$ cat config.mk
export PLATFORM = sky130hd
export DESIGN_NAME = perf_event_counters
export DESIGN_NICKNAME = d
export VERILOG_FILES = /design/src/logic/perf_event_counters_pkg.sv /design/src/logic/counter_step.sv /design/src/logic/context_filter.sv /design/src/logic/perf_event_counters.sv
export VERILOG_INCLUDE_DIRS = /design/src /design/src/logic
export SDC_FILE = /design/constraint.sdc
export NUM_CORES = 1
export LEC_CHECK = 0
export BUFFER_PORTS_ARGS = -buffer_cell sky130_fd_sc_hd__buf_2
export CORE_MARGIN = 5
export CORE_UTILIZATION = 30
export DETAILED_ROUTE_END_ITERATION = 12
export GPL_ROUTABILITY_DRIVEN = 0
export PLACE_DENSITY = 0.49
export SYNTH_ARGS = -nofsm -noshare
export SYNTH_HDL_FRONTEND = slang
export SYNTH_SLANG_ARGS = --single-unit
$ cat constraint.sdc
create_clock -name i_clk -period 11.5 [get_ports i_clk]
set_input_delay 2.3 -clock i_clk [delete_from_list [all_inputs] [get_ports i_clk]]
set_output_delay 2.3 -clock i_clk [all_outputs]
set_load 0.02 [all_outputs]
$ cat src/logic/perf_event_counters_params.svh
`ifndef PERF_EVENT_COUNTERS_PARAMS_SVH
`define PERF_EVENT_COUNTERS_PARAMS_SVH

// Counter geometry
`define NUM_COUNTERS      4
`define CNT_W             32
`define CNT_RESET         32'h0000_0000
`define CNT_MAX           32'hffff_ffff
`define OVF_BIT           31
`define OVF_MIDPOINT      32'h8000_0000
`define MAX_ADD           3'h4

// Register port addressing: 0..3 privileged, 4..7 user alias
`define ADDR_W            3
`define ADDR_USER_BIT     2

// Event select encodings
`define EV_SEL_W          7
`define EV_NOTHING        7'h00
`define EV_PIPE_BASE      7'h01
`define EV_PIPE_END       7'h09
`define EV_CHAIN_BASE     7'h10
`define EV_CHAIN_END      7'h14
`define EV_THRESH         7'h20
`define NUM_PIPE          8

// Event attributes: bit per pipeline source, bit per counter
`define PIPE_FILTERABLE   8'h3f
`define PIPE_SPECULATIVE  8'hf0
`define THRESH_COUNTERS   4'h3

// Field widths
`define TIMEBASE_BIT_SELECT_W           5
`define THRESH_W          6
`define DURATION_W        16

`endif

$ cat src/logic/perf_event_counters_pkg.sv
`include "perf_event_counters_params.svh"

package perf_event_counters_pkg;

   // One pipeline event source: committed and later-flushed occurrences
   typedef struct packed {
      logic [2:0] committed;
      logic [2:0] flushed;
   } pipe_event_t;

   typedef struct packed {
      logic                   condition_enable;
      logic                   exclude_supervisor;
      logic                   exclude_user;
      logic                   exclude_marked;
      logic                   exclude_unmarked;
      logic [`EV_SEL_W-1:0]   event_select;
      logic [`THRESH_W-1:0]   threshold;
   } local_control_a_t;

   typedef struct packed {
      logic                   freeze_all_counters;
      logic                   monitor_interrupt_enable;
      logic                   freeze_on_enabled_condition;
      logic                   timebase_event_enable;
      logic [`TIMEBASE_BIT_SELECT_W-1:0]    timebase_bit_select;
   } global_control_t;

   typedef struct packed {
      logic user_privilege_state;
      logic process_mark;
      logic external_interrupt_enable;
   } machine_state_t;

   typedef struct packed {
      logic                   rd;
      logic                   wr;
      logic [`ADDR_W-1:0]     addr;
      logic [`CNT_W-1:0]      wdata;
   } reg_req_t;

   typedef struct packed {
      logic [`NUM_COUNTERS-1:0][`CNT_W-1:0] count;
      logic [`NUM_COUNTERS-1:0]             rollover;
      logic                                 tb_prev;
      logic                                 tb_latched;
      logic                                 exception;
      logic                                 irq;
      logic                                 frozen;
      logic [`CNT_W-1:0]                    rdata;
      logic                                 rvalid;
   } state_t;

endpackage

$ cat src/logic/counter_step.sv
`timescale 1ns/1ps
`default_nettype none
`include "perf_event_counters_params.svh"

module counter_step (
   // Current value and controls
   input  wire logic [`CNT_W-1:0] i_value,
   input  wire logic [2:0]        i_add,
   input  wire logic              i_hold,
   input  wire logic              i_wr,
   input  wire logic [`CNT_W-1:0] i_wdata,
   // Next value and carry out
   output logic [`CNT_W-1:0]      o_next,
   output logic                   o_rollover
);

   logic [`CNT_W:0] sum;

   // Software write beats freeze and counting; carry out feeds chained counters
   always_comb begin
      sum = {1'b0, i_value} + {30'h0, i_add};
      if (i_wr) begin
         o_next     = i_wdata;
         o_rollover = 1'b0;
      end else if (i_hold) begin
         o_next     = i_value;
         o_rollover = 1'b0;
      end else begin
         o_next     = sum[`CNT_W-1:0];
         o_rollover = sum[`CNT_W];
      end
   end

endmodule
`default_nettype wire

$ cat src/logic/context_filter.sv
`timescale 1ns/1ps
`default_nettype none

module context_filter (
   // Filter selection
   input  wire logic i_filterable,
   input  wire logic i_exclude_supervisor,
   input  wire logic i_exclude_user,
   input  wire logic i_exclude_marked,
   input  wire logic i_exclude_unmarked,
   // Processor context
   input  wire logic i_user_privilege_state,
   input  wire logic i_process_mark,
   // Result
   output logic      o_allow
);

   logic priv_ok;
   logic mark_ok;

   // Both bits of a pair set leaves no matching state
   always_comb begin
      priv_ok = i_user_privilege_state ? !i_exclude_user : !i_exclude_supervisor;
      mark_ok = i_process_mark ? !i_exclude_marked : !i_exclude_unmarked;
      o_allow = !i_filterable || (priv_ok && mark_ok);
   end

endmodule
`default_nettype wire

$ cat src/logic/perf_event_counters.sv
`timescale 1ns/1ps
`default_nettype none
`include "perf_event_counters_params.svh"

module perf_event_counters
   import perf_event_counters_pkg::*;
(
   // Clock and reset
   input  wire logic                          i_clk,
   input  wire logic                          i_nrst,
   // Special register move port
   input  wire reg_req_t                      i_reg_req,
   output logic [`CNT_W-1:0]                  o_reg_rdata,
   output logic                               o_reg_rvalid,
   // Controls
   input  wire global_control_t               i_global_control,
   input  wire local_control_a_t              i_local_control [`NUM_COUNTERS],
   input  wire machine_state_t                i_machine_state,
   // Event sources
   input  wire pipe_event_t                   i_pipe_event [`NUM_PIPE],
   input  wire logic                          i_duration_valid,
   input  wire logic [`DURATION_W-1:0]        i_duration_cycles,
   input  wire logic [`CNT_W-1:0]             i_timebase_lower,
   input  wire logic                          i_interrupt_taken,
   // Status
   output logic                               o_exception,
   output logic                               o_irq,
   output logic                               o_frozen,
   output logic [`NUM_COUNTERS-1:0]           o_overflow_indicator
);

   state_t                   state;
   state_t                   next_state;

   logic [`CNT_W-1:0]        step_next [`NUM_COUNTERS];
   logic [`NUM_COUNTERS-1:0] step_roll;
   logic [`NUM_COUNTERS-1:0] wr_hit;
   logic [`NUM_COUNTERS-1:0] ovf_cond;
   logic                     freeze;
   logic                     tb_bit;
   logic                     tb_rise;
   logic                     cond_any;
   logic                     exc;

   // Attribute masks as constants so a source or counter index can select a bit
   localparam logic [`NUM_PIPE-1:0]     pipe_filterable_mask  = `PIPE_FILTERABLE;
   localparam logic [`NUM_PIPE-1:0]     pipe_speculative_mask = `PIPE_SPECULATIVE;
   localparam logic [`NUM_COUNTERS-1:0] thresh_counter_mask   = `THRESH_COUNTERS;

   // Enabled conditions are taken from registered state to keep paths short
   always_comb begin
      for (int k = 0; k < `NUM_COUNTERS; k++) begin
         ovf_cond[k] = i_local_control[k].condition_enable && state.count[k][`OVF_BIT];
         wr_hit[k]   = i_reg_req.wr && !i_reg_req.addr[`ADDR_USER_BIT]
                       && (i_reg_req.addr[1:0] == 2'(k));
      end
      tb_bit   = i_timebase_lower[i_global_control.timebase_bit_select];
      tb_rise  = i_global_control.timebase_event_enable && tb_bit && !state.tb_prev;
      cond_any = (|ovf_cond) || state.tb_latched;
      freeze   = i_global_control.freeze_all_counters
                 || (i_global_control.freeze_on_enabled_condition && cond_any);
      exc      = i_global_control.monitor_interrupt_enable && cond_any;
   end

   // Per-counter event selection, filtering and stepping
   for (genvar i = 0; i < `NUM_COUNTERS; i++) begin : gen_ctr
      logic [2:0]  raw;
      logic [2:0]  add;
      logic        filterable;
      logic        allow;
      logic [2:0]  pidx;
      logic [3:0]  tot;
      logic [1:0]  cidx;
      pipe_event_t ev;

      // Unknown or unassigned selects count nothing
      always_comb begin
         raw        = 3'h0;
         filterable = 1'b0;
         pidx       = 3'(i_local_control[i].event_select - `EV_PIPE_BASE);
         cidx       = 2'(i_local_control[i].event_select - `EV_CHAIN_BASE);
         ev         = i_pipe_event[pidx];
         tot        = 4'h0;
         if (i_local_control[i].event_select >= `EV_PIPE_BASE
             && i_local_control[i].event_select < `EV_PIPE_END) begin
            // Flushed work only counts for speculative sources
            tot = {1'b0, ev.committed}
                  + (pipe_speculative_mask[pidx] ? {1'b0, ev.flushed} : 4'h0);
            raw = (tot > {1'b0, `MAX_ADD}) ? `MAX_ADD : tot[2:0];
            filterable = pipe_filterable_mask[pidx];
         end else if (i_local_control[i].event_select >= `EV_CHAIN_BASE
                      && i_local_control[i].event_select < `EV_CHAIN_END) begin
            raw = {2'h0, state.rollover[cidx]};
         end else if (i_local_control[i].event_select == `EV_THRESH
                      && thresh_counter_mask[i]) begin
            raw = {2'h0, i_duration_valid
                   && (i_duration_cycles > {10'h0, i_local_control[i].threshold})};
            filterable = 1'b1;
         end
         add = allow ? raw : 3'h0;
      end

      context_filter u_filter (
         .i_filterable           (filterable),
         .i_exclude_supervisor   (i_local_control[i].exclude_supervisor),
         .i_exclude_user         (i_local_control[i].exclude_user),
         .i_exclude_marked       (i_local_control[i].exclude_marked),
         .i_exclude_unmarked     (i_local_control[i].exclude_unmarked),
         .i_user_privilege_state (i_machine_state.user_privilege_state),
         .i_process_mark         (i_machine_state.process_mark),
         .o_allow                (allow)
      );

      counter_step u_step (
         .i_value    (state.count[i]),
         .i_add      (add),
         .i_hold     (freeze),
         .i_wr       (wr_hit[i]),
         .i_wdata    (i_reg_req.wdata),
         .o_next     (step_next[i]),
         .o_rollover (step_roll[i])
      );
   end

   // Next state
   always_comb begin
      next_state = state;
      for (int k = 0; k < `NUM_COUNTERS; k++) begin
         next_state.count[k] = step_next[k];
      end
      next_state.rollover = step_roll;
      next_state.tb_prev  = tb_bit;
      // A new rise wins over the clear from a taken interrupt
      if (tb_rise) begin
         next_state.tb_latched = 1'b1;
      end else if (i_interrupt_taken) begin
         next_state.tb_latched = 1'b0;
      end
      next_state.exception = exc;
      next_state.irq       = exc && i_machine_state.external_interrupt_enable;
      next_state.frozen    = freeze;
      // User alias addresses read the same storage; writes to them are dropped
      next_state.rvalid = i_reg_req.rd;
      if (i_reg_req.rd) begin
         next_state.rdata = state.count[i_reg_req.addr[1:0]];
      end
   end

   // State register
   always_ff @(posedge i_clk) begin
      if (!i_nrst) begin
         state <= '0;
      end else begin
         state <= next_state;
      end
   end

   // Outputs straight from flops
   always_comb begin
      o_reg_rdata  = state.rdata;
      o_reg_rvalid = state.rvalid;
      o_exception  = state.exception;
      o_irq        = state.irq;
      o_frozen     = state.frozen;
      for (int k = 0; k < `NUM_COUNTERS; k++) begin
         o_overflow_indicator[k] = state.count[k][`OVF_BIT];
      end
   end
endmodule
`default_nettype wire

==> Flow_metrics.wiki, run 1 <==
{| class="wikitable"
! Metric !! Value
|-
| Net Count, Synth || 1642
|-
| Hold_buf cts || 0
|-
| Hold-critical path endpoint || o_reg_rdata[24]
|-
| Depth of the most critical reg-to-reg path || 12
|-
| Met2 Resource Use GR || 30.7%
|-
| Initial drt markers || ~830
|-
| Rows || 73
|-
| Count of state elements after synthesis || 170
|-
| Post-place instance area || 0.0135 sq mm
|-
| Top Usage Layer GRT || met2
|-
| Most used DFF post-synth || sky130_fd_sc_hd__dfxtp_1
|-
| Endpoint kind of the worst setup timing path || register
|-
| Largest net degree at the start of global routing || 65
|-
| Max-slew violation count || 0
|-
| Sequential share of the synthesized area || 28.0%
|-
| Crit path max-delay cell type || sky130_fd_sc_hd__nor3_1
|-
| Global Route met3 Usage || 2.70%
|-
| Gate count of the mapped netlist || 1367
|-
| Fmax || 129 MHz
|-
| Internal || between 1 and 1.5 mW
|-
| Overall track demand over capacity in global routing || 17.8%
|-
| Fraction of final layout cells sized beyond drive strength 1 || 25.2%
|-
| Critical hold path startpoint || o_reg_rdata[24]
|-
| Worst-case clock skew || 11.9 ps
|-
| CTS sink cnt || 170
|-
| Antenna violations before repair || 2
|-
| Effective utilization at floorplan || between 30 and 40%
|-
| Residual DRC count || 0
|-
| Unrepaired setup endpoints after global routing || false
|-
| Min Clock Period, post-route || 7730 ps
|-
| Combined area of all synthesized cells || 0.0122 sq mm
|-
| Post-Syn Area per Cell || roughly 8.9 sq um
|-
| DR WL/cell || 19.8 um
|-
| Dominant cells by area after synthesis || sky130_fd_sc_hd__dfxtp_1, sky130_fd_sc_hd__mux4_2, sky130_fd_sc_hd__a21oi_1, sky130_fd_sc_hd__o21ai_0, sky130_fd_sc_hd__xor2_1
|-
| End of the worst register-to-register path || state[54]
|-
| Final wirelength || 40900 um
|-
| DIE AREA || 0.0447 sq mm
|-
| Global-route wire length before repair || around 63000 um
|-
| CP startpoint kind || primary input
|-
| Vias after detailed routing || ~11000
|-
| Setup TNS Final || 0 ps
|-
| Outcome || completed
|-
| # Max-Cap Violations || 0
|-
| Source-to-sink clock delay at the later pin of the worst-skew pair || 440 ps
|-
| Routed Antenna Nets || 0
|-
| Nets || 1798
|-
| Class of the tightest hold or removal check || reg -> reg
|-
| Reg power frac || a little over two fifths
|-
| Aggregate global routing overflow || 0
|-
| Met1 track demand over resource || 23.8%
|-
| Clock slew seen by the registers of the worst setup and hold paths || 60 ps
|-
| CTS tree || built
|-
| Switching component of the power || 0.446 mW
|-
| Post-CTS setup buffer count || 0
|-
| Hpwl dp || slightly above 30000 um
|-
| Required arrival time at the worst endpoint || 11850 ps
|-
| Share of Yosys cell area claimed by the top area cell type || 28.0%
|-
| Asr flop ratio synth || 0%
|-
| Crit path arrival time || between 8000 and 9000 ps
|-
| Category of the most critical setup path || in -> reg
|-
| IR drop worst, VDD || just over 0.08 mV
|-
| Gate power share || 19.1%
|-
| Slew margin rel. || 22.8%
|-
| Area inside the core boundary || 0.0399 sq mm
|-
| Synth-to-Final Area Change || 16.1%
|-
| Layout filler cell count || about 4200
|-
| Max incr delay on CP || between 900 and 1000 ps
|-
| Clock buffer count from CTS || 17
|-
| Number of cells traversed by the worst hold path || 2
|-
| Buffer levels on the longest clock path || 2
|-
| Number of I/O port buffers || 236
|-
| Dominant cell by count in the synthesized netlist || sky130_fd_sc_hd__dfxtp_1
|-
| Clock network fraction of design power || 39.1%
|-
| Overall die width || 211 um
|-
| Via count of the first global-routing pass || 10500
|-
| Static Leak || 5.52 nW
|-
| Synthesis Warnings || 0
|-
| Power, Total || 1.51 mW
|-
| Unique masters post-synth || 56
|-
| Number of hold-slack violations in the final timing report || 0
|-
| Crit path max fanout || 14
|-
| Number of levels the H-tree was split into || 4
|-
| CTS Root Cell || sky130_fd_sc_hd__clkbuf_16
|-
| Most common library cells after synthesis || sky130_fd_sc_hd__dfxtp_1, sky130_fd_sc_hd__a21oi_1, sky130_fd_sc_hd__o21ai_0
|-
| Number of enable-type register cells in the synthesized netlist || 0
|-
| Setup violations, final || 0
|-
| Critical path, cell by cell || buf_2 > inv_1 > ha_1 > mux4_2 > nand2_1 > nand2_1 > ha_1 > inv_1 > fa_1 > a2111oi_0 > a21oi_1 > nor4_1 > inv_1 > fa_1 > nor2b_1 > o2111ai_1 > nor3_1 > and4_1 > xnor2_1 > a211oi_1
|-
| Actual transition at the worst max-transition pin || 1150 ps
|-
| Power Density || between 100 and 150 mW/mm^2
|-
| Drt first pass iters || 8
|-
| Number of gates given a new drive strength after cts || 0
|-
| Post-detailed-route via-to-cell ratio || approximately 5.2
|-
| Switching portion of total power || 29.5%
|-
| Critical register-to-register path startpoint || state[39]
|-
| Cell type with the highest aggregate area in the netlist || sky130_fd_sc_hd__dfxtp_1
|-
| Share of the clock period used by the worst path || 67.2%
|-
| Register-to-Register Setup Slack || around 7900 ps
|-
| Area used by sequential logic in the layout || 0.00340 sq mm
|-
| Die extent in y || 211 um
|-
| Final standard cell area without fillers || 0.0141 sq mm
|-
| Combined area of the multi-input logic cells || 0.00800 sq mm
|-
| Most repeated library cell on the critical path || sky130_fd_sc_hd__inv_1
|-
| Io pins || 261
|}
-- critical path, delay by kind of cell --
| family | cells | cell delay (ps) |
|---|---|---|
| simple gates | 6 | 2170 |
| mux | 1 | 300 |
| buf+inv | 4 | 670 |
| xor+xnor | 1 | 70 |
| fa+ha+maj | 4 | 1700 |
| compound gates | 4 | 850 |
-- sequential cells by signal, summed over array words and instances (netlist names) --
name	flops
o_exception	1
o_irq	1
o_reg_rvalid	1
o_reg_rdata	32
o_overflow_indicator	4
o_frozen	1
state	130
-- metal layers --
| layer | wire length (um) | vias to the layer above | share of wire [%] |
|---|---|---|---|
| li1 | - | 5278 | - |
| met4 | 413 | 2 | 1.0 |
| met1 | 18500 | 5136 | 45 |
| met3 | 2260 | 29 | 5.5 |
| met5 | 7 | - | 0.017 |
| met2 | 19800 | 288 | 48 |
-- worst max-delay path by stage --
stage                             to           startpoint  slack, ps  depth (start not counted)
after global placement    state[132]  i_local_control[24]       3340                         20
after global routing      state[132]  i_local_control[24]       3230                         20
after detailed placement  state[132]  i_local_control[24]       3210                         20
final                     state[132]  i_local_control[24]       3770                         20
after CTS                 state[132]  i_local_control[24]       3670                         20
after floorplan            state[96]  i_local_control[42]       4530                         21
-- through the flow --
step                cells  utilization [%]  hold WS (ps)  worst slack (ps)
finish               2062             35.4           486              3770
global route         2061             35.4           503              3230
CTS                  2060             35.4           491              3670
detailed placement   2029             33.9           475              3210
global placement     2029             33.9           471              3340
floorplan            1367                -           455              4530
-- power groups by stage --
stage | Combinational (mW) | Clock [mW] | Sequential [mW]
2_1_floorplan | 0.189 | 0 | 0.638
3_3_place_gp | 0.286 | 0 | 0.644
3_5_place_dp | 0.289 | 0 | 0.644
4_1_cts | 0.291 | 0.606 | 0.631
5_1_grt | 0.319 | 0.624 | 0.634
6_report | 0.288 | 0.590 | 0.631
-- layout by cell type (no fill, tap or decap), types with 4 or more instances in the layout --
cell type                   synthesis  routed
sky130_fd_sc_hd__a2111oi_0          4       4
sky130_fd_sc_hd__a211oi_1          17      17
sky130_fd_sc_hd__a21o_1             5       5
sky130_fd_sc_hd__a21oi_1          127     127
sky130_fd_sc_hd__a311oi_1           8       8
sky130_fd_sc_hd__and2_1            13      13
sky130_fd_sc_hd__and3_1            26      26
sky130_fd_sc_hd__and4_1            16      16
sky130_fd_sc_hd__buf_2              4     236
sky130_fd_sc_hd__buf_4             36      13
sky130_fd_sc_hd__clkbuf_16          0      17
sky130_fd_sc_hd__dfxtp_1          170     170
sky130_fd_sc_hd__fa_1               8       8
sky130_fd_sc_hd__ha_1              46      46
sky130_fd_sc_hd__inv_1             50      49
sky130_fd_sc_hd__inv_6              0       6
sky130_fd_sc_hd__mux2_2             8       8
sky130_fd_sc_hd__mux2i_1           47      47
sky130_fd_sc_hd__mux4_2            77      77
sky130_fd_sc_hd__nand2_1          109     107
sky130_fd_sc_hd__nand2b_1           7       7
sky130_fd_sc_hd__nand3_1           43      43
sky130_fd_sc_hd__nand4_1           27      27
sky130_fd_sc_hd__nor2_1            98      98
sky130_fd_sc_hd__nor2b_1            8       8
sky130_fd_sc_hd__nor3_1            28      28
sky130_fd_sc_hd__nor4_1            14      14
sky130_fd_sc_hd__nor4_2             5       5
sky130_fd_sc_hd__o21ai_0          119     119
sky130_fd_sc_hd__or2_2              7       7
sky130_fd_sc_hd__or3_1              6       5
sky130_fd_sc_hd__xnor2_1           59      59
sky130_fd_sc_hd__xor2_1            67      67
-- cells by family after synthesis --
kind of cell             share of synthesized area [%]
flip-flops                                        28.0
XOR/XNOR                                          9.08
multiplexers                                      18.9
AND/OR/NAND/NOR                                   18.1
AO/OA/AOI/OAI                                     13.5
adder cells (fa/ha/maj)                           6.05
buffers and inverters                             6.34
-- area by class of cell --
type / count / area share (%)
tap: 525 / 4.65
timing repair buffer: 249 / 9.06
antenna: 2 / 0.0354
sequential: 170 / 24.1
clock buffer: 17 / 3.01
multi-input combinational: 1035 / 56.7
inverter: 50 / 1.33
clock inverter: 14 / 1.14
Note: power is estimated with default switching activity, not from simulation.
==> inputs of run 2 (changes only) <==
clock period = 7.8 ns   (was 11.5 ns; I/O delays follow)
==> run 2 against run 1 <==
  * Global-route usage grew 0.15 points
  * Hold slack improved by 4.8 ps
  * Cell count up 0.29%
  * Clock power is 55% higher
  * Clock skew grew 0.96 ps
  * Sequential cell count stayed put
  * Combinational power increased by 49%
  * Power rose by 50%
  * Via count increased by 0.75%
  * Count of clock-buffer cells in the layout rose by 1
  * Critical endpoint is now state[96]
  * Largest power group unchanged
==> Flow_metrics.wiki, run 2 (synthesized netlist as in run 1, its figures left out) <==
{| class="wikitable"
! Metric !! Value
|-
| Outcome || completed
|-
| Io pins || 261
|-
| DR WL/cell || between 15 and 20 um
|-
| Residual DRC count || 0
|-
| Effective utilization at floorplan || 30.5%
|-
| Hold_buf cts || 0
|-
| Switching portion of total power || 29.0%
|-
| Aggregate global routing overflow || 0
|-
| Overall die width || 211 um
|-
| Source-to-sink clock delay at the later pin of the worst-skew pair || ~440 ps
|-
| CTS tree || built
|-
| Worst-case clock skew || about 13 ps
|-
| Global-route wire length before repair || 63200 um
|-
| Antenna violations before repair || 3
|-
| Number of I/O port buffers || roughly 240
|-
| Static Leak || 5.57 nW
|-
| Share of the clock period used by the worst path || 84.2%
|-
| Vias after detailed routing || 10800
|-
| Drt first pass iters || 7
|-
| Initial drt markers || 769
|-
| Class of the tightest hold or removal check || reg -> reg
|-
| Largest Register || state
|-
| Clock slew seen by the registers of the worst setup and hold paths || 60 ps
|-
| Clock network fraction of design power || 40.2%
|-
| Area inside the core boundary || between 0.03 and 0.04 sq mm
|-
| Clock buffer count from CTS || 17
|-
| Synth-to-Final Area Change || 16.7%
|-
| # Max-Cap Violations || 0
|-
| Global Route met3 Usage || 3.01%
|-
| Number of gates given a new drive strength after cts || 0
|-
| Actual transition at the worst max-transition pin || 1130 ps
|-
| Post-Route Hold Slack || approximately 490 ps
|-
| Internal || around 1.6 mW
|-
| Die extent in y || 211 um
|-
| Buffer levels on the longest clock path || 2
|-
| Final wirelength || 40900 um
|-
| Category of the most critical setup path || in -> reg
|-
| Crit path arrival time || roughly 7000 ps
|-
| Met2 Resource Use GR || a little under a third
|-
| Met1 track demand over resource || 23.6%
|-
| Number of hold-slack violations in the final timing report || 0
|-
| Most common cell after layout, fill and taps aside || sky130_fd_sc_hd__buf_2
|-
| Min Clock Period, post-route || 6570 ps
|-
| Fmax || 152 MHz
|-
| Fraction of final layout cells sized beyond drive strength 1 || 25.6%
|-
| Routed Antenna Nets || 0
|-
| Unrepaired setup endpoints after global routing || false
|-
| Number of levels the H-tree was split into || 4
|-
| Post-detailed-route via-to-cell ratio || 5.23
|-
| Largest net degree at the start of global routing || 92
|-
| Utilization of the core after routing || 35.6%
|-
| IR drop worst, VDD || 0.130 mV
|-
| Switching component of the power || 0.659 mW
|-
| Required arrival time at the worst endpoint || 8090 ps
|-
| Number of flip-flops under the largest register name || 130
|-
| Overall track demand over capacity in global routing || 17.9%
|-
| CTS Root Cell || sky130_fd_sc_hd__clkbuf_16
|-
| Highest-count cells in the layout ignoring fill and taps || sky130_fd_sc_hd__buf_2, sky130_fd_sc_hd__dfxtp_1, sky130_fd_sc_hd__a21oi_1
|-
| Nets || 1804
|-
| Hpwl dp || just over 30000 um
|-
| Post-CTS setup buffer count || 0
|-
| Crit path max fanout || 14
|-
| Slew margin rel. || 24.9%
|-
| DIE AREA || 0.0447 sq mm
|-
| Endpoint kind of the worst setup timing path || register
|-
| CTS sink cnt || 170
|-
| Rows || 73
|-
| Setup TNS Final || 0 ps
|-
| Max-slew violation count || 0
|-
| CP startpoint kind || primary input
|-
| Top Usage Layer GRT || met2
|-
| Reg power frac || 41.0%
|-
| Via count of the first global-routing pass || about 11000
|-
| Power Density || between 150 and 200 mW/mm^2
|-
| Setup violations, final || 0
|-
| Gate power share || 18.8%
|}
run 2: final cells by class:
cell class | instances | area, sq um
Antenna cell | 1 | 2.50
Clock buffer | 18 | 439
Clock inverter | 14 | 183
Fill cell | 4180 | 25700
Inverter | 50 | 188
Multi-Input combinational cell | 1035 | 8000
Sequential cell | 170 | 3400
Tap cell | 525 | 657
Timing Repair Buffer | 255 | 1320
run 2: critical path, cell delays in order:
cell                        delay, ps
sky130_fd_sc_hd__buf_2            340
sky130_fd_sc_hd__inv_1            120
sky130_fd_sc_hd__ha_1             640
sky130_fd_sc_hd__mux4_2           320
sky130_fd_sc_hd__nand2_1           60
sky130_fd_sc_hd__nand2_1          100
sky130_fd_sc_hd__ha_1             170
sky130_fd_sc_hd__inv_1             50
sky130_fd_sc_hd__fa_1             380
sky130_fd_sc_hd__a2111oi_0        400
sky130_fd_sc_hd__a21oi_1          120
sky130_fd_sc_hd__nor3_1           250
sky130_fd_sc_hd__a21oi_1          120
sky130_fd_sc_hd__a311oi_1         490
sky130_fd_sc_hd__ha_1             290
sky130_fd_sc_hd__fa_1             250
sky130_fd_sc_hd__a21oi_1          170
sky130_fd_sc_hd__or4b_1           640
sky130_fd_sc_hd__nor2_1           170
sky130_fd_sc_hd__xnor2_1          130
sky130_fd_sc_hd__a21oi_1           80
run 2: power by group through the flow:
stage,combinational (mW),clock [mW],sequential [mW]
after floorplan,0.278,0,0.940
after global placement,0.424,0,0.949
after detailed placement,0.429,0,0.950
after CTS,0.431,0.935,0.930
after global routing,0.475,0.969,0.935
final,0.428,0.912,0.930
run 2: final timing paths:
path,from,end,slack [ps],cells after the start
worst max-delay path,i_local_control[42],state[96],1230,21
worst max register to register,state[39],state[64],4140,12
worst min-delay path,o_reg_rdata[22],o_reg_rdata[22],490,2
worst min register to register,o_reg_rdata[22],o_reg_rdata[22],490,2
run 2: layer usage:
layer,wire length (um),vias to the layer above
li1,-,5274
met1,17900,5137
met2,19600,348
met3,2520,50
met4,818,4
met5,27,-
run 2: metrics by stage:
stage               cell area, sq um  power [mW]  setup slack (ps)  std cells
floorplan                      12200        1.22              1570       1367
global placement               13600        1.37               864       2035
detailed placement             13600        1.38               786       2035
CTS                            14200        2.30              1240       2067
global route                   14200        2.38               837       2068
finish                         14200        2.27              1230       2068
==> inputs of run 3 (changes only) <==
ABC_AREA = 1   (was default)
PLACE_DENSITY = 0.48   (was 0.49)
clock period = 6.6 ns   (was 7.8 ns; I/O delays follow)
==> run 3 against run 2 <==
  * Final area increased by 19%
  * Synthesized area increased by 22%
  * Synthesized cell count increased by 90%
  * Clock skew about the same
  * Via count increased by 64%
  * Sequential power increased by 18%
  * Wire length increased by 63%
  * Cell count increased by 65%
  * Utilization decreased by 1.0 points
  * Critical endpoint is now state[156]
==> Flow_metrics.wiki, run 3 <==
{| class="wikitable"
! Metric !! Value
|-
| Outcome || completed
|-
| Routed Antenna Nets || 0
|-
| Buffer levels on the longest clock path || 2
|-
| CTS tree || built
|-
| Nets || 3015
|-
| Via count of the first global-routing pass || 16300
|-
| Crit path max fanout || 11
|-
| Fraction of final layout cells sized beyond drive strength 1 || 11.6%
|-
| Overall track demand over capacity in global routing || between 20% and 30%
|-
| Number of flip-flops under the largest register name || 130
|-
| Endpoint kind of the worst setup timing path || register
|-
| Crit path arrival time || about 6100 ps
|-
| Cell count after placement || 3385
|-
| Power Density || 168 mW/mm^2
|-
| Antenna violations before repair || 1
|-
| IR drop worst, VDD || 0.203 mV
|-
| Antenna Diode Count || 0
|-
| Number of enable-type register cells in the synthesized netlist || 0
|-
| Count of state elements after synthesis || 170
|-
| Worst-case clock skew || 13.3 ps
|-
| Hold_buf cts || 0
|-
| Hpwl dp || ~52000 um
|-
| Number of gates given a new drive strength after cts || 0
|-
| Highest-count cells in the layout ignoring fill and taps || sky130_fd_sc_hd__nand2_1, sky130_fd_sc_hd__nor2_1, sky130_fd_sc_hd__inv_1
|-
| Clock buffer count from CTS || 17
|-
| CP startpoint kind || primary input
|-
| Power, Total || between 2 and 3 mW
|-
| Synthesis Warnings || 0
|-
| Setup violations, final || 0
|-
| Actual transition at the worst max-transition pin || 1210 ps
|-
| Die extent in y || 233 um
|-
| Clock slew seen by the registers of the worst setup and hold paths || 70 ps
|-
| Setup TNS Final || 0 ps
|-
| Cell type with the highest aggregate area in the netlist || sky130_fd_sc_hd__dfxtp_1
|-
| Net Count, Synth || 2870
|-
| Post-CTS setup buffer count || 0
|-
| Largest Register || state
|-
| Asr flop ratio synth || 0%
|-
| Class of the tightest hold or removal check || reg -> reg
|-
| Unrepaired setup endpoints after global routing || false
|-
| Share of the clock period used by the worst path || around 87%
|-
| Min Clock Period, post-route || 5710 ps
|-
| Required arrival time at the worst endpoint || about 7000 ps
|-
| Non-filler cells in the finished layout || 3417
|-
| Io pins || 261
|-
| Post-place setup slack || between 400 and 500 ps
|-
| Effective utilization at floorplan || 30.3%
|-
| Most common library cells after synthesis || sky130_fd_sc_hd__nand2_1, sky130_fd_sc_hd__nor2_1, sky130_fd_sc_hd__inv_1
|-
| Unique masters post-synth || 45
|-
| DR WL/cell || roughly 20 um
|-
| Sequential share of the synthesized area || 22.9%
|-
| CTS sink cnt || 170
|-
| Number of levels the H-tree was split into || 4
|-
| Drt first pass iters || 6
|-
| Initial drt markers || between 1500 and 2000
|-
| Final wirelength || about 67000 um
|-
| CTS Root Cell || sky130_fd_sc_hd__clkbuf_16
|-
| Post-detailed-route via-to-cell ratio || 5.19
|-
| Category of the most critical setup path || in -> reg
|-
| Max-slew violation count || 0
|-
| Most used DFF post-synth || sky130_fd_sc_hd__dfxtp_1
|-
| Overall die width || about 230 um
|-
| Largest net degree at the start of global routing || 66
|-
| Rows || 81
|-
| Most common cell after layout, fill and taps aside || sky130_fd_sc_hd__nand2_1
|-
| Post-route worst setup slack || ~890 ps
|-
| Fmax || approximately 180 MHz
|-
| Residual DRC count || 0
|-
| Post-Syn Area per Cell || between 5 and 6 sq um
|-
| Global-route wire length before repair || 98300 um
|-
| Dominant cells by area after synthesis || sky130_fd_sc_hd__dfxtp_1, sky130_fd_sc_hd__nand2_1, sky130_fd_sc_hd__nor2_1, sky130_fd_sc_hd__inv_1, sky130_fd_sc_hd__o21ai_0
|-
| Aggregate global routing overflow || 0
|-
| Number of hold-slack violations in the final timing report || 0
|-
| Register-to-Register Setup Slack || 3370 ps
|-
| Gate count of the mapped netlist || 2595
|-
| Source-to-sink clock delay at the later pin of the worst-skew pair || 470 ps
|-
| Static Leak || 6.90 nW
|-
| DIE AREA || 0.0542 sq mm
|-
| # Max-Cap Violations || 0
|-
| Number of I/O port buffers || 236
|-
| Post-Route Hold Slack || between 400 and 500 ps
|-
| Dominant cell by count in the synthesized netlist || sky130_fd_sc_hd__nand2_1
|-
| Combined area of all synthesized cells || 0.0149 sq mm
|-
| Synth-to-Final Area Change || 13.9%
|-
| Area inside the core boundary || 0.0491 sq mm
|-
| Slew margin rel. || between 15 and 20%
|-
| Share of Yosys cell area claimed by the top area cell type || a little under a quarter
|-
| Vias after detailed routing || 17700
|}
run 3: cell count changes after synthesis, moves of 29 or more:
cell,change
sky130_fd_sc_hd__nand2_1,+653
sky130_fd_sc_hd__nand3_1,+111
sky130_fd_sc_hd__a221oi_1,+33
sky130_fd_sc_hd__o21ai_0,+94
sky130_fd_sc_hd__xnor2_1,-53
sky130_fd_sc_hd__xor2_1,-29
sky130_fd_sc_hd__mux4_2,-77
sky130_fd_sc_hd__a21oi_1,+85
sky130_fd_sc_hd__mux2i_1,-43
sky130_fd_sc_hd__o22ai_1,+42
sky130_fd_sc_hd__inv_1,+264
sky130_fd_sc_hd__nor2_1,+224
run 3: per-layer routing:
metal | vias up | part of all wire [%] | global-route usage, %
met3 | 127 | 7.5 | 2.92
met4 | 0 | 4.3 | 10.2
met2 | 774 | 44 | 38.0
met5 | - | 0 | 0
li1 | 8654 | - | -
met1 | 8163 | 44 | 32.0
run 3: logic make-up after synthesis:
family | after synthesis | synth area share, %
DFF | 170 | 22.9
and+or+nand+nor | 1320 | 36.2
muxes | 4 | 0.269
AOI/OAI and AO/OA | 548 | 20.1
adders and majority gates | 54 | 4.94
xor gates and xnor gates | 44 | 2.59
buffers and inverters | 455 | 13.0
run 3: layout make-up:
| class | count | area, sq um |
|---|---|---|
| clock buffer | 18 | 429 |
| clock inverter | 14 | 185 |
| fill | 5571 | 32100 |
| inverter | 324 | 1220 |
| multi-input combinational | 1970 | 9550 |
| sequential | 170 | 3400 |
| tap | 664 | 831 |
| timing repair buffer | 257 | 1340 |
run 3: worst max-delay path, cell delays in order:
cell                       delay (ps)
sky130_fd_sc_hd__buf_2            100
sky130_fd_sc_hd__inv_1             80
sky130_fd_sc_hd__ha_1             440
sky130_fd_sc_hd__inv_1            230
sky130_fd_sc_hd__a21oi_1          150
sky130_fd_sc_hd__o21ai_0          100
sky130_fd_sc_hd__a21oi_1          140
sky130_fd_sc_hd__ha_1             200
sky130_fd_sc_hd__inv_1             70
sky130_fd_sc_hd__fa_1             390
sky130_fd_sc_hd__nor2_1           100
sky130_fd_sc_hd__nand2_1           50
sky130_fd_sc_hd__a211oi_1         270
sky130_fd_sc_hd__inv_1            110
sky130_fd_sc_hd__nor4_1           480
sky130_fd_sc_hd__inv_1            140
sky130_fd_sc_hd__fa_1             460
sky130_fd_sc_hd__inv_1            100
sky130_fd_sc_hd__nand2_1           60
sky130_fd_sc_hd__nand2_1          100
sky130_fd_sc_hd__nand2_1           60
sky130_fd_sc_hd__nor2_1           340
sky130_fd_sc_hd__nand2_1          180
sky130_fd_sc_hd__o21ai_0          180
sky130_fd_sc_hd__nand3_1           80
sky130_fd_sc_hd__a21oi_1          180
run 3: stage by stage:
stage	util (%)	cell area, sq um
6_report	34.6	17000
5_1_grt	34.6	17000
4_1_cts	34.6	17000
3_5_place_dp	33.3	16300
3_3_place_gp	33.3	16300
2_1_floorplan	-	14900
run 3: where the power goes:
part           internal [mW]  switching (mW)
Sequential              1.06          0.0388
Combinational          0.202           0.438
Clock                  0.606           0.508
run 3: final timing paths:
kind | start | to | cells after the start
setup / recovery | i_local_control[7] | state[156] | 26
hold / removal | state[36] | state[36] | 2
setup reg to reg | state[41] | state[39] | 18
hold reg to reg | state[36] | state[36] | 2
